[src/logic/flash_overlay_params.svh]
`ifndef FLASH_OVERLAY_PARAMS_SVH
`define FLASH_OVERLAY_PARAMS_SVH

// Word address of the whole array: 32M words
`define ADDR_W          25
`define BANK_HI         24
`define BANK_LO         21
`define SECT_HI         24
`define SECT_LO         16
`define SECT_BANK_HI    8
`define SECT_BANK_LO    5
`define BANK_ZERO       4'h0
`define BANK_NONE       16'h0000
`define BANK_ONE        16'h0001

// Command decode
`define CMD_BYTE_LOW    8'hAA
`define DATA_ID_ENTER   8'h90
`define DATA_QRY_ENTER  8'h98
`define DATA_SEC_ENTER  8'h88
`define DATA_CFG_ENTER  8'h37
`define DATA_EXIT       8'hF0
`define DATA_CFG_EXIT   16'h00F0

// Sector-relative byte offsets (128 KB sector, 17 offset bits)
`define OFF_W           17
`define ID_LAST         17'h0001F
`define QRY_LAST        17'h000CE
`define SEC_FACT_LAST   17'h000FF
`define SEC_LAST        17'h001FF

// Identity and query bytes
`define QRY_WORD_Q      8'h10
`define QRY_WORD_R      8'h11
`define QRY_WORD_Y      8'h12
`define ASCII_Q         8'h51
`define ASCII_R         8'h52
`define ASCII_Y         8'h59
`define WORD_MFR        8'h00
`define WORD_DEV        8'h01

`define CFG_RESET       16'hFFFF
`define SECT_RESET      9'h000
`define ZERO_BYTE       8'h00
`define ZERO_WORD       16'h0000

`endif

[src/logic/flash_overlay_pkg.sv]
`include "flash_overlay_params.svh"

package flash_overlay_pkg;

    typedef enum logic [1:0]
    {
        MODE_READ,
        MODE_IDQ,
        MODE_SEC,
        MODE_CFG
    } overlay_mode_t;

    // One host bus cycle as seen by the control unit
    typedef struct packed
    {
        logic                 rd;
        logic                 wr;
        logic [`ADDR_W-1:0]   addr;
        logic [15:0]          wdata;
    } host_req_t;

endpackage

[src/logic/flash_sector_overlay_control.sv]
`timescale 1ns/1ps
`include "flash_overlay_params.svh"

// How it works
// Bank-zero write, byte low AAh, data xx98h/xx90h enters identity/query overlay.
// Identity/query entry accepted only while the addressed bank is in read mode.
// Identity/query overlay reads in the selected sector return overlay data.
// While identity/query overlaid, any write of xxF0h returns array reads.
// Identity bytes sit at sector byte offsets 00000h to 0001Fh.
// Query structure sits at sector byte offsets 00020h to 000CEh.
// Each identity/query byte is one word on bits 7:0, upper byte zero.
// Secure region 512 bytes: factory 0000h-00FFh, customer 0100h-01FFh.
// Secure region overlays the sector addressed by its entry command.
// Configuration entry works only when the addressed bank is in read mode.
// Configuration mode replaces array data in the selected sector.
// Configuration mode ends on a write of 00F0h anywhere.
// Sectors are 128 KB, byte base has its low 17 bits zero.
// Bank is the top four word address bits; one mode_reg for all banks, overlaid bank flagged in overlay_bank_reg.
// Writes to read-only identity/query locations leave contents unchanged.
// Entry commands ignored while another bank is in algorithm or overlay mode.
// Other sectors and other banks keep returning array data.
// Programs to identity/query or factory secure area fail, data unchanged.
// After reset every bank is in read mode, no overlay active.
module flash_sector_overlay_control
    import flash_overlay_pkg::*;
#(
    parameter logic [7:0] MFR_CODE = 8'h5A,  // Arbitrary value
    parameter logic [7:0] DEV_CODE = 8'h3C   // Arbitrary value
)
(
    input  wire logic          mclk,
    input  wire logic          rst_n,
    input  wire host_req_t     req,
    input  wire logic [15:0]   array_rdata,
    input  wire logic [15:0]   algo_busy,
    output logic      [15:0]   rdata_reg,
    output logic               rvalid_reg,
    output logic               prog_fail_reg,
    output logic      [15:0]   cfg_word_reg,
    output overlay_mode_t      mode_reg,
    output logic      [8:0]    sector_reg,
    output logic      [15:0]   overlay_bank_reg
);

    logic [3:0]          req_bank;
    logic [8:0]          req_sect;
    logic [`OFF_W-1:0]   byte_off;
    logic                cmd_addr;
    logic                entry_ok;
    logic                in_sector;
    logic                idq_cmd;
    logic                sec_cmd;
    logic                cfg_cmd;
    logic                exit_any;
    logic                cfg_exit;
    overlay_mode_t       mode_next;
    logic [8:0]          sector_next;
    logic [15:0]         rd_word;
    logic [15:0]         cust_mem [128];

    // Identity and query bytes; everything not listed reads as zero
    function automatic logic [7:0] idq_byte(input logic [7:0] w);
        logic [7:0] b;
        b = `ZERO_BYTE;
        unique case (w)
            `WORD_MFR:   b = MFR_CODE;
            `WORD_DEV:   b = DEV_CODE;
            `QRY_WORD_Q: b = `ASCII_Q;
            `QRY_WORD_R: b = `ASCII_R;
            `QRY_WORD_Y: b = `ASCII_Y;
            default:     b = `ZERO_BYTE;
        endcase
        return b;
    endfunction

    // Factory area is mask data here: an index pattern, not programmable
    function automatic logic [15:0] factory_word(input logic [7:0] w);
        return {~w, w};
    endfunction

    assign req_bank  = req.addr[`BANK_HI:`BANK_LO];
    assign req_sect  = req.addr[`SECT_HI:`SECT_LO];
    assign byte_off  = {req.addr[15:0], 1'b0};
    assign cmd_addr  = {req.addr[6:0], 1'b0} == `CMD_BYTE_LOW;
    // Only one overlay at a time, so read mode here means no bank overlaid
    assign entry_ok  = (mode_reg == MODE_READ) && (algo_busy == `BANK_NONE);
    assign in_sector = req_sect == sector_reg;
    assign idq_cmd   = req.wr && cmd_addr && (req_bank == `BANK_ZERO)
                       && ((req.wdata[7:0] == `DATA_ID_ENTER)
                       || (req.wdata[7:0] == `DATA_QRY_ENTER));
    assign sec_cmd   = req.wr && cmd_addr && (req.wdata[7:0] == `DATA_SEC_ENTER);
    assign cfg_cmd   = req.wr && cmd_addr && (req.wdata[7:0] == `DATA_CFG_ENTER);
    assign exit_any  = req.wr && (req.wdata[7:0] == `DATA_EXIT);
    assign cfg_exit  = req.wr && (req.wdata == `DATA_CFG_EXIT);

    always_comb
    begin
        mode_next   = mode_reg;
        sector_next = sector_reg;
        unique case (mode_reg)
            MODE_READ:
            begin
                if (entry_ok && idq_cmd)
                begin
                    mode_next   = MODE_IDQ;
                    sector_next = req_sect;
                end
                else if (entry_ok && sec_cmd)
                begin
                    mode_next   = MODE_SEC;
                    sector_next = req_sect;
                end
                else if (entry_ok && cfg_cmd)
                begin
                    mode_next   = MODE_CFG;
                    sector_next = req_sect;
                end
            end
            MODE_IDQ, MODE_SEC:
            begin
                if (exit_any)
                    mode_next = MODE_READ;
            end
            MODE_CFG:
            begin
                if (cfg_exit)
                    mode_next = MODE_READ;
            end
        endcase
    end

    always_ff @(posedge mclk or negedge rst_n)
    begin
        if (!rst_n)
        begin
            mode_reg         <= MODE_READ;
            sector_reg       <= `SECT_RESET;
            overlay_bank_reg <= `BANK_NONE;
        end
        else
        begin
            mode_reg         <= mode_next;
            sector_reg       <= sector_next;
            overlay_bank_reg <= (mode_next == MODE_READ) ? `BANK_NONE
                            : 16'(`BANK_ONE << sector_next[`SECT_BANK_HI:`SECT_BANK_LO]);
        end
    end

    // Customer area: programming can only clear bits, as in the array
    always_ff @(posedge mclk)
    begin
        if (mode_reg == MODE_SEC && req.wr && !exit_any && in_sector
            && byte_off > `SEC_FACT_LAST && byte_off <= `SEC_LAST)
            cust_mem[req.addr[6:0]] <= cust_mem[req.addr[6:0]] & req.wdata;
    end

    always_ff @(posedge mclk or negedge rst_n)
    begin
        if (!rst_n)
            prog_fail_reg <= 1'b0;
        else
            prog_fail_reg <= req.wr && !exit_any && in_sector
                             && ((mode_reg == MODE_IDQ && byte_off <= `QRY_LAST)
                             || (mode_reg == MODE_SEC && byte_off <= `SEC_FACT_LAST));
    end

    always_ff @(posedge mclk or negedge rst_n)
    begin
        if (!rst_n)
            cfg_word_reg <= `CFG_RESET;
        else if (mode_reg == MODE_CFG && req.wr && !cfg_exit && in_sector)
            cfg_word_reg <= req.wdata;
    end

    always_comb
    begin
        rd_word = array_rdata;
        if (in_sector)
        begin
            unique case (mode_reg)
                MODE_READ:
                    rd_word = array_rdata;
                MODE_IDQ:
                    rd_word = (byte_off <= `QRY_LAST)
                              ? {`ZERO_BYTE, idq_byte(req.addr[7:0])} : `ZERO_WORD;
                MODE_SEC:
                    if (byte_off <= `SEC_FACT_LAST)
                        rd_word = factory_word(req.addr[7:0]);
                    else if (byte_off <= `SEC_LAST)
                        rd_word = cust_mem[req.addr[6:0]];
                    else
                        rd_word = `ZERO_WORD;
                MODE_CFG:
                    rd_word = cfg_word_reg;
            endcase
        end
    end

    always_ff @(posedge mclk or negedge rst_n)
    begin
        if (!rst_n)
        begin
            rvalid_reg <= 1'b0;
            rdata_reg  <= `ZERO_WORD;
        end
        else
        begin
            rvalid_reg <= req.rd;
            rdata_reg  <= req.rd ? rd_word : rdata_reg;
        end
    end
endmodule

[config.mk]
export PLATFORM = sky130hd
export DESIGN_NAME = flash_sector_overlay_control
export DESIGN_NICKNAME = d
export VERILOG_FILES = /design/src/logic/flash_overlay_pkg.sv /design/src/logic/flash_sector_overlay_control.sv
export VERILOG_INCLUDE_DIRS = /design/src /design/src/logic
export SDC_FILE = /design/constraint.sdc
export NUM_CORES = 2
export LEC_CHECK = 0
export BUFFER_PORTS_ARGS = -buffer_cell sky130_fd_sc_hd__buf_4
export CAP_MARGIN = 20
export CORE_MARGIN = 10
export CORE_UTILIZATION = 45
export DETAILED_ROUTE_END_ITERATION = 16
export PLACE_DENSITY = 0.61
export SLEW_MARGIN = 20
export SYNTH_ARGS = -nofsm -noshare
export SYNTH_HDL_FRONTEND = slang
export SYNTH_SLANG_ARGS = --single-unit
[constraint.sdc]
create_clock -name mclk -period 10.4 [get_ports mclk]
set_clock_uncertainty 0.2 [all_clocks]
set_input_delay 1.04 -clock mclk [delete_from_list [all_inputs] [get_ports mclk]]
set_output_delay 1.04 -clock mclk [all_outputs]
set_load 0.02 [all_outputs]
### Word-level counts from Yosys, hierarchy flattened

Memories as Yosys holds them, arrays and structs flattened.
Index checks and enable logic that the tools add are counted.

| cells by class | value |
|---|---|
| mux-type cells | 19 |
| shifts and indexed selects | 1 |
| equality and inequality tests | 15 |
| reductions and logical operators | 36 |
| $lt $le $gt $ge | 4 |
| bitwise gates (word level) | 2 |

Operator list:

| kind | count |
|---|---|
| $mux W16 | 4 |
| $pmux W16 S4 | 1 |
| $mux W9 | 4 |
| $pmux W7 S5 | 1 |
| $le A17 B8 Y1 const B | 2 |
| $eq A8 B8 Y1 const B | 4 |
| $eq A8 B5 Y1 const B | 3 |
| $logic_and A1 B1 Y1 | 24 |
| $gt A17 B8 Y1 const B | 1 |
| $le A17 B9 Y1 const B | 1 |
| $and A16 B16 Y16 | 1 |
| $eq A16 B8 Y1 const B | 1 |
| $logic_not A16 Y1 | 1 |
| $shl A1 B4 Y16 const A | 1 |
| $mux W2 | 5 |
| $eq A9 B9 Y1 | 1 |
| $eq A8 B1 Y1 const B | 1 |
| $eq A8 B6 Y1 const B | 1 |
| $logic_not A8 Y1 | 1 |
| $mux W8 | 1 |
| $not A8 Y8 | 1 |
| $eq A7 B7 Y1 const B | 1 |
| $pmux W2 S3 | 1 |
| $eq A2 B2 Y1 const B | 2 |
| other kinds (9) | 13 |

| word-level totals | value |
|---|---|
| memories | 1 |
| memory bits (writable) | 2048 |
| bits of input ports | 77 |
| output and inout bits | 61 |
| register bits | 61 |

Memories:

| name | depth | bits a word | read ports | clocked after memory_dff | write ports | RTL line | text |
|---|---|---|---|---|---|---|---|
| cust_mem | 128 | 16 | 1 | 0 | 1 | flash_sector_overlay_control.sv:59 | `logic [15:0] cust_mem [128];` |

### Logic depth before layout (Yosys ltp)

| depth | value |
|---|---|
| depth after elaboration | 10 |
| gate-level depth with buffers | 14 |
| gate-level depth less buffers | 10 |

### Least setup slack after synthesis

Ideal clock, no wire load.

| path | value |
|---|---|
| path type | input to register |
| start point | in req[16] (netlist name) |
| end point | mem cust_mem[0][10], data pin |
| arrival | 7793 ps |
| library setup time | 1213 ps |
| path slack | 1194 ps |
| data required time | 8987 ps |
| path buffers | 6 |
| stages on the path | 12 |
| cell sequence | buf_4 buf_6 buf_6 buf_6 buf_6 buf_4 mux2i_1 a22oi_1 nand4_1 o2111ai_1 a221oi_1 nor3b_1 |

| between the ends | value |
|---|---|
| cells in the longest elaborated chain, start to end | 2 |

Ends and longest elaborated chain:

| what | RTL line | text |
|---|---|---|
| from (decl) | flash_sector_overlay_control.sv:33 | `input wire host_req_t req,` |
| $mem_v2 Z128 W16 | - |  |
| $and A16 B16 Y16 | flash_sector_overlay_control.sv:154 | `cust_mem[req.addr[6:0]] <= cust_mem[req.addr[6:0]] & req.wdata;` |
| to (decl) | flash_sector_overlay_control.sv:59 |  |

No other way between the ends.

### Final worst setup path

| path | value |
|---|---|
| start point | in req[17] (netlist name) |
| end point | mem cust_mem[70][1], data pin |

The elaborated chain is that of the path after synthesis.

==> impl_summary.txt <==
----------------------------------------------------
[Drt]
  Detail-routed via count per cell ... 6.27
  Total number of vias ... 41,900
  Number of DRC markers in iteration 0 ... 5,362
  Number of antenna-violating nets in the routed design ... 0
  Total Wirelength ... 232,000 um
  Number of detailed-route iterations in the first pass ... 6
  DR DRC count ... 0
  Average wire per cell in the routed design ... 34.7 um

[Worst setup path]
  Setup CP Type ... input pin to flip-flop
  Worst reg-to-reg path cell count ... 8
  CP Max Fanout ... 115
  Crit path launch type ... input pin
  Kind of capture point of the worst setup path ... flip-flop
  Worst Path Required ... 10.70 ns
  Start of the worst register-to-register path ... mode_reg[0]
  Register-to-register setup slack ... 5.81 ns
  Capture instance of the worst register-to-register path ... cust_mem[119][8]
  Signal arrival time at the worst endpoint ... 5.82 ns

[Clocking]
  H-tree level count ... 4
  CTS max path bufs ... 3
  CTS Buf Count ... 200
  Clock tree from TritonCTS ... yes
  Sinks on Clock Net ... 2,109
  Resize count post-CTS ... 0
  Clock Latency Late Sink ... 0.86 ns
  Clock slew seen by the registers of the worst setup and hold paths ... 0.06 ns
  Hold_buf cts ... 0
  Setup bufs post-CTS ... 0
  Cell chosen for the clock root ... sky130_fd_sc_hd__clkbuf_16

[Timing]
  Worst-Margin Slew ... 1.23 ns
  Setup repair after global routing missed its margin ... no
  Final setup violation count ... 0
  Final critical-path required period ... 5.52 ns
  Achievable Freq ... 181 MHz
  Relative slew slack ... 0.171
  Setup Total Neg Slack ... 0 ns
  Number of hold violations in the final report ... 0
  Fin. max-slew vios ... 0
  Post-route worst hold slack ... 0.115 ns
  Share of the cycle needed by the critical path after routing ... 0.531

[Placed design]
  Detail Placement HPWL ... 140,000 um
  Routability congestion estimate ... 0.887
  Number of input and output port buffers inserted ... 137

[Floorplanning]
  Starting utilization of the core area ... 0.454
  Width of the die ... 447 um
  Number of top-level pins ... 138
  Chip Height ... 447 um
  Row cnt ... 156
  Standard cell core area ... 181,000 um2
  Total die area ... 200,000 um2

[Power and ir drop]
  Peak supply drop ... 0.000192 V
  Total power after layout ... 17.6 mW
  Static leakage power ... 30.0 nW
  Ratio of total power to cell area ... 188 nW/um2

[Synth]
  Share of flip-flops with an asynchronous set or reset ... 0.0289
  Most used standard cell by instance count after synthesis ... sky130_fd_sc_hd__edfxtp_1
  Portion of synthesized cell area occupied by the leading cell type ... 0.748
  Post-synth net total ... 3,882
  Count of flip-flops with a built-in enable after synthesis ... 2,048
  Dominant register cell in the synthesized netlist ... sky130_fd_sc_hd__edfxtp_1
  Seq cells post-synth ... 2,109
  Count of cell types in the netlist ... 77
  Mean instance size in the synthesized netlist ... 21.6 um2
  Dominant cells by area after synthesis ... sky130_fd_sc_hd__edfxtp_1 75%, sky130_fd_sc_hd__mux4_2 14%, sky130_fd_sc_hd__mux2i_1 1.7%
  Sequential cell area fraction in the yosys report ... 0.767
  Synthesized instance count ... 3,800
  Post-Syn Area ... 82,200 um2
  Synthesis warning total ... 0
  Largest area contributor in the netlist ... sky130_fd_sc_hd__edfxtp_1
  Leading post-synthesis cells by instance count ... 2,048 x sky130_fd_sc_hd__edfxtp_1, 523 x sky130_fd_sc_hd__mux4_2, 170 x sky130_fd_sc_hd__nor2_1, 145 x sky130_fd_sc_hd__nand2_1, 137 x sky130_fd_sc_hd__mux2i_1

[Outcome]
  Result of the run ... finished clean

[Global route]
  GRT Resource Usage Total ... 0.230
  Number of global-route vias before repair ... 41,500
  Maximum number of pins on one net before global-route repair ... 116
  Total overflow reported by the global router ... 0
  Antenna violations before repair ... 12
  Wire length of the first global-routing pass ... 327,000 um

[Layout]
  Final net count ... 4,218
  Fin util ... 0.515
  Max reg flops ... 2,048
  Share of final-layout standard cells stronger than drive strength 1 ... 0.294
  Area grow syn2layout ... 13.4%

[Hold path]
  HP Class ... input pin to asynchronous set/reset pin

[Run]
  Total of max-cap violations ... 0

----------------------------------------------------
## kinds of logic after synthesis
logic type | Yosys count | synth area share
AO/OA/AOI/OAI | 279 | 0.0243
AND/OR/NAND/NOR | 483 | 0.0269
buffers and inverters | 224 | 0.0159
multiplexers | 690 | 0.164
adder cells (fa/ha/maj) | 5 | 0.000761
flip-flops | 2109 | 0.767
XOR/XNOR | 10 | 0.00107
## layer usage
layer / track usage / vias to the layer above / share of wire
li1: - / 16700 / -
met3: 0.0518 / 445 / 0.099
met5: 0 / - / 0.00021
met4: 0.0828 / 8 / 0.040
met2: 0.355 / 2270 / 0.47
met1: 0.323 / 22500 / 0.39
## where the power goes
part / total, mW / leakage, nW / switching [mW] / internal [mW]
registers: 9.46 / 19.4 / 0.00575 / 9.45
logic: 1.05 / 7.47 / 0.725 / 0.321
clock network: 7.05 / 3.08 / 3.14 / 3.91
total: 17.6 / 30.0 / 3.87 / 13.7
## cell type report
cell class                 count  area (um2)
multi-input combinational   1467       18100
inverter                      14        60.1
sequential                  2109       63000
clock buffer                 274        5470
clock inverter                98         816
fill                       14200       87900
tap                         2370        2970
antenna                        7        17.5
timing repair buffer         344        2800
## critical path, cell delays in order
cell and delay, ns:
sky130_fd_sc_hd__buf_8 0.45, sky130_fd_sc_hd__buf_12 0.64, sky130_fd_sc_hd__mux4_2 0.34, sky130_fd_sc_hd__mux4_2 0.22
sky130_fd_sc_hd__o22ai_1 0.10, sky130_fd_sc_hd__nor3_1 1.00, sky130_fd_sc_hd__o32a_1 0.35, sky130_fd_sc_hd__and2_4 0.56
sky130_fd_sc_hd__buf_4 0.70
## how the worst max path moves through the flow
| stage | startpoint | endpoint | slack, ns | cells after the start |
|---|---|---|---|---|
| after floorplan | req[16] | cust_mem[0][10] | 1.19 | 12 |
| after global placement | req[16] | cust_mem[114][15] | 3.99 | 9 |
| after detailed placement | req[16] | cust_mem[102][14] | 4.03 | 10 |
| after CTS | req[16] | cust_mem[125][14] | 4.92 | 10 |
| after global routing | req[16] | cust_mem[103][15] | 4.75 | 10 |
| final | req[17] | cust_mem[70][1] | 4.88 | 9 |
## per-stage QoR
stage	worst slack (ns)	area, um2	std cells
floorplan	1.19	82200	3800
global placement	3.99	86800	6301
detailed placement	4.03	86900	6304
CTS	4.92	93200	6676
global route	4.75	93200	6676
finish	4.88	93200	6683
## cells in the final DEF, fill, tap and decap left out, types with 7 or more instances in the layout
cell and instances:
sky130_fd_sc_hd__clkinv_1 41, sky130_fd_sc_hd__dfrtp_1 45, sky130_fd_sc_hd__clkbuf_8 10, sky130_fd_sc_hd__a31oi_1 16, sky130_fd_sc_hd__and2_4 7, sky130_fd_sc_hd__xnor2_1 9, sky130_fd_sc_hd__a221oi_1 19, sky130_fd_sc_hd__clkbuf_1 60
sky130_fd_sc_hd__nor2b_1 14, sky130_fd_sc_hd__diode_2 7, sky130_fd_sc_hd__nand2_1 145, sky130_fd_sc_hd__mux2_2 29, sky130_fd_sc_hd__mux2i_1 137, sky130_fd_sc_hd__and2_1 8, sky130_fd_sc_hd__nor2_2 44, sky130_fd_sc_hd__bufinv_16 9
sky130_fd_sc_hd__a211oi_1 10, sky130_fd_sc_hd__inv_1 12, sky130_fd_sc_hd__dfstp_2 16, sky130_fd_sc_hd__edfxtp_1 2048, sky130_fd_sc_hd__a21oi_1 48, sky130_fd_sc_hd__clkbuf_16 204, sky130_fd_sc_hd__a32oi_1 9, sky130_fd_sc_hd__nand3_1 36
sky130_fd_sc_hd__o22ai_1 13, sky130_fd_sc_hd__o21ai_0 29, sky130_fd_sc_hd__clkinv_2 33, sky130_fd_sc_hd__mux4_2 523, sky130_fd_sc_hd__nor3_1 24, sky130_fd_sc_hd__nand4_1 11, sky130_fd_sc_hd__nor4_1 10, sky130_fd_sc_hd__nand2b_1 14
sky130_fd_sc_hd__buf_12 11, sky130_fd_sc_hd__a22oi_1 52, sky130_fd_sc_hd__buf_4 326, sky130_fd_sc_hd__nor2_1 123
Note: power is estimated with default switching activity, not from simulation.
